[src/rtl/ram_pkg.sv]
package ram_pkg;
  localparam int unsigned ADDR_W           = 8;
  localparam int unsigned DATA_W           = 16;
  localparam logic [7:0]  OFF_SEC_MIN      = 8'h14;
  localparam logic [7:0]  OFF_HRS_DAY      = 8'h15;
  localparam logic [7:0]  OFF_DATE_MTH     = 8'h16;
  localparam logic [7:0]  OFF_TIME_CTRL    = 8'h17;
  localparam logic [7:0]  OFF_IRQ_STATUS   = 8'h18;
  localparam logic [7:0]  OFF_IRQ_MASK     = 8'h19;
  localparam int unsigned MIN_LSB          = 8;
  localparam int unsigned SEC_LSB          = 0;
  localparam int unsigned DAY_LSB          = 8;
  localparam int unsigned PM_BIT           = 5;
  localparam int unsigned HRS_LSB          = 0;
  localparam int unsigned MTH_LSB          = 8;
  localparam int unsigned DATE_LSB         = 0;
  localparam int unsigned TWELVE_BIT       = 14;
  localparam int unsigned STOP_BIT         = 9;
  localparam int unsigned STOPPED_BIT      = 8;
  localparam logic [15:0] SEC_MIN_MASK     = 16'h7F7F;
  localparam logic [15:0] HRS_DAY_MASK     = 16'h0F3F;
  localparam logic [15:0] DATE_MTH_MASK    = 16'h1F3F;
  localparam logic [15:0] TIME_CTRL_WMASK  = 16'h4200;
  localparam logic [15:0] SEC_MIN_RESET    = 16'h0000;
  localparam logic [15:0] HRS_DAY_RESET    = 16'h0000;
  localparam logic [15:0] DATE_MTH_RESET   = 16'h0000;
  localparam logic [15:0] TIME_CTRL_RESET  = 16'h0000;
  localparam logic        IRQ_RESET        = 1'b0;
  localparam logic [1:0]  STOP_SYNC_RESET  = 2'b00;
endpackage : ram_pkg

[src/rtl/ram_time_if.sv]
`timescale 1ns/100ps
interface ram_time_if;
  logic [6:0] sec;
  logic [6:0] min;
  logic [4:0] hrs;
  logic       pm;
  logic [3:0] day;
  logic [5:0] date;
  logic [4:0] mth;
  logic       twelve;
  modport src (output sec, output min, output hrs, output pm, output day, output date, output mth, output twelve);
  modport dst (input sec, input min, input hrs, input pm, input day, input date, input mth, input twelve);
endinterface : ram_time_if

[src/rtl/ram_field_match.sv]
`timescale 1ns/100ps
module ram_field_match #(
  parameter int unsigned W = 7
) (
  input  wire logic [W-1:0] alarm_val,
  input  wire logic [W-1:0] time_val,
  output logic              hit
);
  // refused at elaboration: a zero-width field has no all-ones code
  if (W < 1) begin : g_bad_width
    $error("ram_field_match: W must be at least 1");
  end
  always_comb begin
    hit = (&alarm_val) || (alarm_val == time_val);
  end
endmodule : ram_field_match

[src/rtl/ram_alarm_match.sv]
// Operation
// - minutes alarm bits 14:8, all ones ignored
// - seconds alarm bits 6:0, all ones ignored
// - weekday alarm bits 11:8, all ones ignored
// - afternoon flag bit 5, twelve-hour only
// - hours alarm bits 4:0, all ones ignored
// - month alarm bits 12:8, all ones ignored
// - date alarm bits 5:0, all ones ignored
// - alarm held while all fields match
// - date and month ignored give weekly one-second alarm
// - stop bit 9 suppresses all alarm events
// - stopped status bit 8 reports real state
// - full match raises the alarm event
// - bit 14 selects twelve-hour format
//
// Strobed register access was decided locally.
`timescale 1ns/100ps
module ram_alarm_match (
  input  wire logic                        clk,
  input  wire logic                        reset,
  input  wire logic [ram_pkg::ADDR_W-1:0]  addr,
  input  wire logic [ram_pkg::DATA_W-1:0]  wdata,
  input  wire logic                        wr,
  input  wire logic                        rd,
  input  wire logic [6:0]                  time_sec,
  input  wire logic [6:0]                  time_min,
  input  wire logic [4:0]                  time_hrs,
  input  wire logic                        time_pm,
  input  wire logic [3:0]                  time_day,
  input  wire logic [5:0]                  time_date,
  input  wire logic [4:0]                  time_mth,
  output logic [ram_pkg::DATA_W-1:0]       rdata,
  output logic                             alarm_event,
  output logic                             twelve_hour_select,
  output logic                             irq
);
  logic [15:0] sec_min_reg;
  logic [15:0] sec_min_next;
  logic [15:0] hrs_day_reg;
  logic [15:0] hrs_day_next;
  logic [15:0] date_mth_reg;
  logic [15:0] date_mth_next;
  logic [15:0] ctrl_reg;
  logic [15:0] ctrl_next;
  logic [1:0]  stop_sync_reg;
  logic [1:0]  stop_sync_next;
  logic        alarm_event_reg;
  logic        alarm_event_next;
  logic        irq_status_reg;
  logic        irq_status_next;
  logic        irq_mask_reg;
  logic        irq_mask_next;
  logic        irq_reg;
  logic        irq_next;
  logic [15:0] rdata_reg;
  logic [15:0] rdata_next;
  logic        hit_sec;
  logic        hit_min;
  logic        hit_hrs;
  logic        hit_day;
  logic        hit_date;
  logic        hit_mth;
  logic        hit_pm;
  logic        all_hit;
  logic        stopped;
  logic        event_rise;

  ram_time_if tif ();

  assign tif.sec    = time_sec;
  assign tif.min    = time_min;
  assign tif.hrs    = time_hrs;
  assign tif.pm     = time_pm;
  assign tif.day    = time_day;
  assign tif.date   = time_date;
  assign tif.mth    = time_mth;
  assign tif.twelve = ctrl_reg[ram_pkg::TWELVE_BIT];

  ram_field_match #(.W(7)) u_sec (
    .alarm_val (sec_min_reg[ram_pkg::SEC_LSB +: 7]),
    .time_val  (tif.sec),
    .hit       (hit_sec)
  );
  ram_field_match #(.W(7)) u_min (
    .alarm_val (sec_min_reg[ram_pkg::MIN_LSB +: 7]),
    .time_val  (tif.min),
    .hit       (hit_min)
  );
  ram_field_match #(.W(5)) u_hrs (
    .alarm_val (hrs_day_reg[ram_pkg::HRS_LSB +: 5]),
    .time_val  (tif.hrs),
    .hit       (hit_hrs)
  );
  ram_field_match #(.W(4)) u_day (
    .alarm_val (hrs_day_reg[ram_pkg::DAY_LSB +: 4]),
    .time_val  (tif.day),
    .hit       (hit_day)
  );
  ram_field_match #(.W(6)) u_date (
    .alarm_val (date_mth_reg[ram_pkg::DATE_LSB +: 6]),
    .time_val  (tif.date),
    .hit       (hit_date)
  );
  ram_field_match #(.W(5)) u_mth (
    .alarm_val (date_mth_reg[ram_pkg::MTH_LSB +: 5]),
    .time_val  (tif.mth),
    .hit       (hit_mth)
  );

  always_comb begin
    // afternoon flag only counts in twelve-hour mode, and not when hours are ignored
    hit_pm = !tif.twelve || (&hrs_day_reg[ram_pkg::HRS_LSB +: 5]) ||
             (hrs_day_reg[ram_pkg::PM_BIT] == tif.pm);
    all_hit = hit_sec && hit_min && hit_hrs && hit_pm && hit_day && hit_date && hit_mth;
    stopped = stop_sync_reg[1];
  end

  // register file
  always_comb begin
    sec_min_next  = sec_min_reg;
    hrs_day_next  = hrs_day_reg;
    date_mth_next = date_mth_reg;
    ctrl_next     = ctrl_reg;
    irq_mask_next = irq_mask_reg;
    rdata_next    = 16'h0000;
    if (wr) begin
      unique case (addr)
        ram_pkg::OFF_SEC_MIN:   sec_min_next  = wdata & ram_pkg::SEC_MIN_MASK;
        ram_pkg::OFF_HRS_DAY:   hrs_day_next  = wdata & ram_pkg::HRS_DAY_MASK;
        ram_pkg::OFF_DATE_MTH:  date_mth_next = wdata & ram_pkg::DATE_MTH_MASK;
        ram_pkg::OFF_TIME_CTRL: ctrl_next     = wdata & ram_pkg::TIME_CTRL_WMASK;
        ram_pkg::OFF_IRQ_MASK:  irq_mask_next = wdata[0];
        default: ;
      endcase
    end
    if (rd) begin
      unique case (addr)
        ram_pkg::OFF_SEC_MIN:    rdata_next = sec_min_reg;
        ram_pkg::OFF_HRS_DAY:    rdata_next = hrs_day_reg;
        ram_pkg::OFF_DATE_MTH:   rdata_next = date_mth_reg;
        ram_pkg::OFF_TIME_CTRL: begin
          rdata_next = ctrl_reg;
          rdata_next[ram_pkg::STOPPED_BIT] = stopped;
        end
        ram_pkg::OFF_IRQ_STATUS: rdata_next = {15'h0000, irq_status_reg};
        ram_pkg::OFF_IRQ_MASK:   rdata_next = {15'h0000, irq_mask_reg};
        default:                 rdata_next = 16'h0000;
      endcase
    end
  end

  // alarm path: stop request walks two stages so status reflects the gated path
  always_comb begin
    stop_sync_next   = {stop_sync_reg[0], ctrl_reg[ram_pkg::STOP_BIT]};
    alarm_event_next = all_hit && !ctrl_reg[ram_pkg::STOP_BIT] && !stopped;
    event_rise       = alarm_event_next && !alarm_event_reg;
    irq_status_next  = irq_status_reg;
    if (wr && addr == ram_pkg::OFF_IRQ_STATUS && wdata[0]) begin
      irq_status_next = 1'b0;
    end
    if (event_rise) begin
      irq_status_next = 1'b1;
    end
    irq_next = irq_status_next && irq_mask_next;
  end

  always_ff @(posedge clk) begin
    if (reset) begin
      sec_min_reg     <= ram_pkg::SEC_MIN_RESET;
      hrs_day_reg     <= ram_pkg::HRS_DAY_RESET;
      date_mth_reg    <= ram_pkg::DATE_MTH_RESET;
      ctrl_reg        <= ram_pkg::TIME_CTRL_RESET;
      stop_sync_reg   <= ram_pkg::STOP_SYNC_RESET;
      alarm_event_reg <= ram_pkg::IRQ_RESET;
      irq_status_reg  <= ram_pkg::IRQ_RESET;
      irq_mask_reg    <= ram_pkg::IRQ_RESET;
      irq_reg         <= ram_pkg::IRQ_RESET;
      rdata_reg       <= 16'h0000;
    end else begin
      sec_min_reg     <= sec_min_next;
      hrs_day_reg     <= hrs_day_next;
      date_mth_reg    <= date_mth_next;
      ctrl_reg        <= ctrl_next;
      stop_sync_reg   <= stop_sync_next;
      alarm_event_reg <= alarm_event_next;
      irq_status_reg  <= irq_status_next;
      irq_mask_reg    <= irq_mask_next;
      irq_reg         <= irq_next;
      rdata_reg       <= rdata_next;
    end
  end

  assign rdata              = rdata_reg;
  assign alarm_event        = alarm_event_reg;
  assign twelve_hour_select = ctrl_reg[ram_pkg::TWELVE_BIT];
  assign irq                = irq_reg;
endmodule : ram_alarm_match

[config.mk]
export PLATFORM = sky130hd
export DESIGN_NAME = ram_alarm_match
export DESIGN_NICKNAME = d
export VERILOG_FILES = /design/src/rtl/ram_pkg.sv /design/src/rtl/ram_time_if.sv /design/src/rtl/ram_field_match.sv /design/src/rtl/ram_alarm_match.sv
export SDC_FILE = /design/constraint.sdc
export NUM_CORES = 1
export LEC_CHECK = 0
export BUFFER_PORTS_ARGS = -buffer_cell sky130_fd_sc_hd__buf_2
export CORE_ASPECT_RATIO = 1.75
export CORE_MARGIN = 2
export CORE_UTILIZATION = 55
export CTS_CLUSTER_DIAMETER = 80
export DETAILED_ROUTE_END_ITERATION = 8
export HOLD_SLACK_MARGIN = 0.06
export PLACE_DENSITY = 0.91
export SLEW_MARGIN = 20
export SYNTH_ARGS = -nofsm -noshare
export SYNTH_HDL_FRONTEND = slang
export SYNTH_HIERARCHICAL = 1
export SYNTH_SLANG_ARGS = --single-unit
[constraint.sdc]
create_clock -name clk -period 4.1 [get_ports clk]
set_input_delay 0.205 -clock clk [delete_from_list [all_inputs] [get_ports clk]]
set_output_delay 0.205 -clock clk [all_outputs]
set_load 0.02 [all_outputs]
# Word-level counts from Yosys, hierarchy flattened
# Cells that the tools add are included.
# W data, S select, Z words.
classes:
  n_eq_ne: 13
  mux: 5
  bitwise: 1
  reduce_logical: 35
op_table:
  columns: ["op", "count"]
  rows:
  - ["$pmux W15 S6", 1]
  - ["$eq A8 B5 Y1 const B", 6]
  - ["$eq A7 B7 Y1", 2]
  - ["$reduce_and A7 Y1", 2]
  - ["$logic_and A1 B1 Y1", 12]
  - ["$eq A5 B5 Y1", 2]
  - ["$reduce_and A5 Y1", 2]
  - ["$logic_or A1 B1 Y1", 8]
  - ["$reduce_and A2 Y1", 4]
  - ["$eq A6 B6 Y1", 1]
  - ["$reduce_and A6 Y1", 1]
  - ["$eq A4 B4 Y1", 1]
  - ["$logic_not A1 Y1", 4]
  - ["$mux W1", 4]
  - ["$reduce_and A4 Y1", 1]
  - ["$reduce_or A2 Y1", 1]
  - ["$eq A1 B1 Y1", 1]
  - ["$not A1 Y1", 1]
totals:
  regBits: 59
  out_inout_bits: 19

# Depth between registers and ports, before layout
# Gate-level depths: netlist (run 1).
depth:
  word_depth: 13
  mapped_depth: 7

# Hierarchy
# Netlist (run 1), hierarchy kept.
by_module_without_submodules:
  columns: ["module", "n_inst", "cells_per_inst", "area_per_inst_um2"]
  rows:
  - ["ram_alarm_match", 1, 225, 2290.9]
  - ["ram_field_match at u_min ...", 2, 12, 90.1]
  - ["ram_field_match at u_hrs ...", 2, 9, 68.8]
  - ["ram_field_match at u_date", 1, 11, 85.1]
  - ["ram_field_match at u_day", 1, 6, 57.6]

# Least setup slack after synthesis (run 1)
# No wires, ideal clock.
synth_timing:
  kind: "input port to flip-flop"
  from: "input port addr[5] (netlist bit)"
  to: "register sec_min_reg[4]"
  setup_ns: 0.128
  arrival_time_ns: 1.610
  required_ns: 3.972
  path_slack_ns: 2.362
  path_stages: 5
  cell_sequence: "or4b_4 -> nor4_4 -> buf_6 -> mux2i_1 -> nor2_1"
synth_between:
  elab_chain_len: 2
synth_lines:
  columns: ["item", "line_no", "rtl"]
  rows:
  - ["from (decl)", "ram_alarm_match.sv:21", "input wire logic [ram_pkg::ADDR_W-1:0] addr,"]
  - ["$eq A8 B5 Y1", "ram_alarm_match.sv:127", "unique case (addr)"]
  - ["$reduce_and A2 Y1 (no line)", null, null]
  - ["to (signal assigned)", "ram_alarm_match.sv:169", "sec_min_reg <= ram_pkg::SEC_MIN_RESET;"]
  - ["to (signal assigned)", "ram_alarm_match.sv:180", "sec_min_reg <= sec_min_next;"]
  - ["to (decl)", "ram_alarm_match.sv:37", "logic [15:0] sec_min_reg;"]
# Every way passes these cells.
# A chain may end at the register's enable or synchronous reset.

# Worst setup path in the final report (run 1)
layout_timing:
  from: "input port addr[5] (netlist bit)"
  to: "register date_mth_reg[0]"
layout_between:
  elab_chain_len: 2
layout_lines:
  columns: ["item", "line_no", "rtl"]
  rows:
  - ["$eq A8 B5 Y1", "ram_alarm_match.sv:127", null]
  - ["$reduce_and A2 Y1 (no line)", null, null]
  - ["to (signal assigned)", "ram_alarm_match.sv:171", "date_mth_reg <= ram_pkg::DATE_MTH_RESET;"]
  - ["to (signal assigned)", "ram_alarm_match.sv:182", "date_mth_reg <= date_mth_next;"]
  - ["to (decl)", "ram_alarm_match.sv:41", "logic [15:0] date_mth_reg;"]
# Every way passes these cells.

==> results.sh, run 1 <==
export IMPL_final_nets=423
export IMPL_slew_viol_final=0
export IMPL_post_route_cells_drive_above_1_share_pct=29.0
export IMPL_place_area_um2=3150
export IMPL_n_antenna_cell=0
export IMPL_hp_class="in2reg"
export IMPL_io_pins=82
export IMPL_clockBufferDepth=2
export IMPL_start_util_pct=56.2
export IMPL_grt_overflow=0
export IMPL_power_density_nw_per_um2=353
export IMPL_crit_buf_inv=2
export IMPL_finalHoldViolCount=0
export IMPL_num_vias=2419
export IMPL_fp_dieH_um=97.6
export IMPL_synthXorXnorAreaFrac_pct=11.1
export IMPL_cts_root_buffer="clkbuf_8"
export IMPL_register_area_um2=1140
export IMPL_rows=34
export IMPL_fin_worst_skew_ns=0.00349
export IMPL_crit_chain="buf_2 > or4b_4 > nor4b_2 > buf_4 > mux2i_1 > nor2_1"
export IMPL_drv_cap=0
export IMPL_fin_total_pwr_w=0.00118
export IMPL_synth_area_per_cell_um2=9.69
export IMPL_multi_input_area_um2=1520
export IMPL_drt_iter0_markers=103
export IMPL_synthSimpleGateAreaFrac_pct=19.9
export IMPL_drt_vias_per_instance=5.77
export IMPL_status="complete, no violations"
export IMPL_clock_sinks=57
export IMPL_antenna_found_initial=0
export IMPL_power_leakage_nw=1.30
export IMPL_crit_path_end_kind="flip-flop"
export IMPL_synth_top_family_by_area="simple AND/OR/NAND/NOR gates"
export IMPL_muxShareOfSynthArea_pct=19.1
export IMPL_synth_adder_area_share_pct=0
export IMPL_core_um2=4890
export IMPL_fill_cells=370
export IMPL_ys_warn_count=6
export IMPL_routedWlPerCell_um=16.9
export IMPL_path_class="in2reg"
export IMPL_netlist_instances=284
export IMPL_synth_top_area_share_pct=41.5
export IMPL_hold_slack_ns=0.110
export IMPL_cts_made_buffers=9
export IMPL_dp_hpwl_um=4980
export IMPL_post_place_ws_ns=1.68
export IMPL_syn2layout_area_growth_pct=21.9
export IMPL_cp_max_fo=6
export IMPL_cp_start_kind="input pin"
export IMPL_grt_max_degree=45
export IMPL_slowest_stage="nor4b_2"
export IMPL_cp_required_ns=4.30
export IMPL_clkTransAtPathRegs_ns=0.06
export IMPL_fmax_mhz=480
export IMPL_dieArea_um2=5610
export IMPL_peakVddDrop_v=0.000313
export IMPL_rsz0062_at_grt="no"
export IMPL_synth_compound_area_share_pct=4.68
export IMPL_syn_area_um2=2750
export IMPL_grt_pass1_wl_um=11500
export IMPL_worst_ep_arrival_time_ns=2.28
export IMPL_synthTopCellsByArea="dfxtp_1 (41%), mux2i_1 (17%), xnor2_1 (8.3%)"
export IMPL_clock_latency_ns=0.34
export IMPL_post_cts_resized=0
export IMPL_wirelength_um=7090
export IMPL_setup_tns_ns=0
export IMPL_drc=0
export IMPL_cts_tree="done"
export IMPL_track_usage_pct=27.0
export IMPL_synth_seq_cells=57
export IMPL_io_buffers=77
export IMPL_worst_pin_slew_ns=0.878
export IMPL_setup_viol_count_final=0
export IMPL_cp_top_family="simple AND/OR/NAND/NOR gates"
export IMPL_yosys_area_top_type="dfxtp_1"
export IMPL_hold_buffers=0
export IMPL_setup_slack_ns=2.02
export IMPL_post_cts_buffers=0
export IMPL_finalInstanceArea_um2=3350
export IMPL_ant_nets=0
export IMPL_ys_seq_area_share_pct=41.5
export IMPL_period_needed_ns=2.08
export IMPL_grt_pass1_vias=2510
export IMPL_gp_congestion=0.883
export IMPL_cpPeakStageDelay_ns=0.79
export IMPL_synth_distinct_cells=38
export IMPL_die_w_um=57.5
export IMPL_relSlewSlack_pct=41.3
export IMPL_period_share_pct=50.8
export IMPL_htree_levels=3
export IMPL_ff2ff_setup_slack_ns=2.33
export IMPL_drtPass1Iterations=4
[cell usage in the layout, fill, tap and decap left out, drive strengths merged, types with 3 or more instances in the layout]
| cell | instances |
|---|---|
| o22ai | 3 |
| nor4b | 5 |
| nand3 | 10 |
| dfxtp | 57 |
| a21oi | 8 |
| xor2 | 9 |
| clkbuf | 14 |
| nor2b | 6 |
| mux2i | 47 |
| nand2 | 5 |
| nand4 | 9 |
| nor3 | 4 |
| xnor2 | 26 |
| buf | 80 |
| nor2 | 55 |
[cell usage after synthesis, drive strengths merged]
| library cell | count |
|---|---|
| buf | 9 |
| clkbuf | 7 |
| nor3b | 1 |
| xor2 | 9 |
| nor3 | 4 |
| xnor2 | 26 |
| and3 | 2 |
| mux2i | 47 |
| o2bb2ai | 1 |
| nor4b | 5 |
| nand2 | 5 |
| mux2 | 1 |
| nor2 | 55 |
| nand4b | 2 |
| nand3 | 10 |
| o41ai | 1 |
| a32oi | 1 |
| conb | 1 |
| nor4 | 2 |
| nand3b | 2 |
| o22ai | 3 |
| inv | 2 |
| or3b | 1 |
| nand4 | 9 |
| o31ai | 2 |
| a22oi | 1 |
| o211ai | 1 |
| or4b | 1 |
| a21oi | 8 |
| mux4 | 2 |
| dfxtp | 57 |
| nor2b | 6 |
[path summary, 6_finish.rpt]
path | start | endpoint | depth (start not counted)
hold reg to reg | stop_sync_reg[0] | stop_sync_reg[1] | 1
hold / removal | wdata[13] | sec_min_reg[13] | 3
setup / recovery | addr[5] | date_mth_reg[0] | 6
setup reg to reg | hrs_day_reg[0] | irq | 7
[routing by layer]
| layer | GRT usage, % | wire length (um) | part of all wire (%) |
|---|---|---|---|
| met5 | 0 | 0 | 0 |
| met4 | 18.6 | 314 | 4.4 |
| met3 | 6.92 | 402 | 5.7 |
| met2 | 47.1 | 3830 | 54 |
| met1 | 26.4 | 2540 | 36 |
[power breakdown]
group	internal [W]	switching [W]
Sequential	0.000554	0.000000612
Clock	0.000330	0.000214
Combinational	0.0000393	0.0000467
[cell type report]
class | count | share of cell area (%)
Multi-Input combinational cell | 210 | 45.4
Sequential cell | 57 | 34.0
Timing Repair Buffer | 80 | 12.2
Clock buffer | 14 | 5.15
Tap cell | 54 | 2.01
Clock inverter | 2 | 1.04
Inverter | 2 | 0.224
[worst register-to-register path, delay by kind of cell, from the launching register on]
kind | cells | cell delay (ns)
AOI/OAI and AO/OA | 2 | 0.49
DFF | 1 | 0.43
xor gates and xnor gates | 1 | 0.15
and+or+nand+nor | 4 | 0.63
[kinds of logic after synthesis]
logic type,count (synthesis)
xor+xnor,35
mux,50
simple gates,105
buf+inv,18
compound gates,18
flops,57
other cells,1
[metrics by stage]
| step | std cells | util [%] |
|---|---|---|
| floorplan | 285 | - |
| global placement | 403 | 64.3 |
| detailed placement | 403 | 64.3 |
| CTS | 419 | 68.6 |
| global route | 419 | 68.6 |
| finish | 419 | 68.6 |
(Power assumes the default switching activity.)
==> run 2, diff against run 1 <==
Settings changed: CORE_UTILIZATION 55 to 46, PLACE_DENSITY 0.91 to 0.82.
Clock period 4.1 ns to 1.8 ns, I/O delays scaled along.
==> results.sh, run 2 (synthesis gave the netlist of run 1 again) <==
export IMPL_status="complete, no violations"
export IMPL_grt_pass1_wl_um=11300
export IMPL_place_area_um2=3330
export IMPL_fmax_mhz=624
export IMPL_final_cell_mix="buf_2 (77), dfxtp_1 (56), nor2_1 (55)"
export IMPL_ff2ff_setup_slack_ns=0.20
export IMPL_drt_vias_per_instance=5.16
export IMPL_clock_latency_ns=0.33
export IMPL_clockBufferDepth=2
export IMPL_crit_chain="xor2_1 > o41ai_2 > nand4b_1 > nor3_2 > a22oi_1 > nor3_1"
export IMPL_dieArea_um2=6640
export IMPL_fp_dieH_um=106
export IMPL_period_needed_ns=1.60
export IMPL_power_density_nw_per_um2=730
export IMPL_htree_levels=3
export IMPL_wirelength_um=7200
export IMPL_hold_depth=3
export IMPL_clockPowerShare_pct=44.0
export IMPL_setup_viol_count_final=0
export IMPL_finalInstanceArea_um2=3650
export IMPL_fill_cells=509
export IMPL_core_um2=5830
export IMPL_grt_pass1_vias=2455
export IMPL_grt_overflow=0
export IMPL_reg2reg_to="irq"
export IMPL_min_from="wdata[10]"
export IMPL_cp_max_fo=2
export IMPL_io_buffers=77
export IMPL_utilization_pct=62.6
export IMPL_final_nets=454
export IMPL_n_antenna_cell=0
export IMPL_rows=37
export IMPL_period_share_pct=89.1
export IMPL_switchingPower_w=0.000587
export IMPL_p_comb_share_pct=8.6
export IMPL_syn2layout_area_growth_pct=32.8
export IMPL_worst_ep_arrival_time_ns=1.86
export IMPL_final_common_cell="buf_2"
export IMPL_clock_sinks=57
export IMPL_peakVddDrop_v=0.000477
export IMPL_die_w_um=62.5
export IMPL_r2r_start="hrs_day_reg[11]"
export IMPL_power_leakage_nw=1.45
export IMPL_dp_hpwl_um=5470
export IMPL_swShare_pct=22.0
export IMPL_num_vias=2442
export IMPL_finalHoldViolCount=0
export IMPL_drv_cap=0
export IMPL_crit_path_end_kind="flip-flop"
export IMPL_start_util_pct=47.2
export IMPL_track_usage_pct=22.0
export IMPL_slew_viol_final=0
export IMPL_routedWlPerCell_um=15.2
export IMPL_cp_required_ns=2.06
export IMPL_fin_worst_skew_ns=0.00626
export IMPL_cpPeakStageDelay_ns=0.39
export IMPL_rsz0062_at_grt="no"
export IMPL_cts_root_buffer="clkbuf_8"
export IMPL_clkTransAtPathRegs_ns=0.06
export IMPL_internal_power_w=0.00208
export IMPL_cp_start_kind="flip-flop"
export IMPL_post_route_cells_drive_above_1_share_pct=32.2
export IMPL_grt_max_degree=44
export IMPL_slowest_stage="o41ai_2"
export IMPL_worstRegToRegCells=6
export IMPL_ant_nets=0
export IMPL_path_class="reg2reg"
export IMPL_drtPass1Iterations=4
export IMPL_cts_tree="done"
export IMPL_cts_made_buffers=9
export IMPL_io_pins=82
export IMPL_p_seq_share_pct=47.4
export IMPL_drt_iter0_markers=126
export IMPL_gp_congestion=0.884
export IMPL_setup_tns_ns=0
export IMPL_hp_class="in2reg"
export IMPL_drc=0
export IMPL_whs_endpoint="date_mth_reg[10]"
export IMPL_antenna_found_initial=0
==> run 2: critical path, delay by kind of cell, from the launching register on <==
| kind | cells | cell delay [ns] |
|---|---|---|
| compound gates | 2 | 0.50 |
| xor+xnor | 1 | 0.14 |
| flops | 1 | 0.32 |
| simple gates | 3 | 0.56 |
==> run 2: layout make-up <==
| cell class | instances | area (um^2) | share of cell area (%) |
|---|---|---|---|
| timing repair buffer | 111 | 683 | 18.7 |
| tap | 78 | 97.6 | 2.67 |
| clock buffer | 12 | 155 | 4.25 |
| clock inverter | 3 | 40.0 | 1.10 |
| inverter | 2 | 7.51 | 0.205 |
| multi-input combinational | 210 | 1530 | 41.8 |
| sequential | 57 | 1140 | 31.3 |
==> run 2: per-layer routing <==
metal | track usage (%) | share of wire [%]
met1 | 21.8 | 36
met2 | 42.5 | 56
met3 | 3.70 | 4.0
met4 | 11.9 | 3.5
met5 | 0 | 0
==> run 2: how the worst max path moves through the flow <==
stage                          from                to  slack (ns)  cells past startpoint
CTS                 hrs_day_reg[11]               irq        0.15                      6
detailed placement          addr[5]          rdata[6]        0.05                      5
floorplan                   addr[5]    sec_min_reg[4]        0.18                      5
global placement            addr[5]  date_mth_reg[12]        0.09                      6
global route        date_mth_reg[8]               irq        0.05                      7
finish              hrs_day_reg[11]               irq        0.20                      6
==> run 2: through the flow <==
| stage | setup slack, ns | total power, W | hold WS [ns] | cells |
|---|---|---|---|---|
| global route | 0.0483 | 0.00276 | 0.0795 | 473 |
| finish | 0.197 | 0.00267 | 0.0743 | 473 |
| CTS | 0.154 | 0.00269 | 0.0636 | 473 |
| floorplan | 0.177 | 0.00139 | 0.237 | 285 |
| detailed placement | 0.0528 | 0.00150 | 0.342 | 446 |
| global placement | 0.0889 | 0.00150 | 0.328 | 446 |
==> run 2: what timing repair did <==
action	CTS	global route
endpoints found under the setup margin	0	1
hold buffers	12	0
buffers inserted	0	0
gates resized for setup	0	2
endpoints found under the hold margin	22	0
==> run 2: power by group through the flow <==
| stage | Sequential, W | Combinational (W) | Clock, W |
|---|---|---|---|
| 6_report | 0.00126 | 0.000230 | 0.00117 |
| 3_5_place_dp | 0.00129 | 0.000209 | 0 |
| 3_3_place_gp | 0.00129 | 0.000204 | 0 |
| 4_1_cts | 0.00126 | 0.000229 | 0.00119 |
| 5_1_grt | 0.00126 | 0.000246 | 0.00125 |
| 2_1_floorplan | 0.00129 | 0.0000968 | 0 |
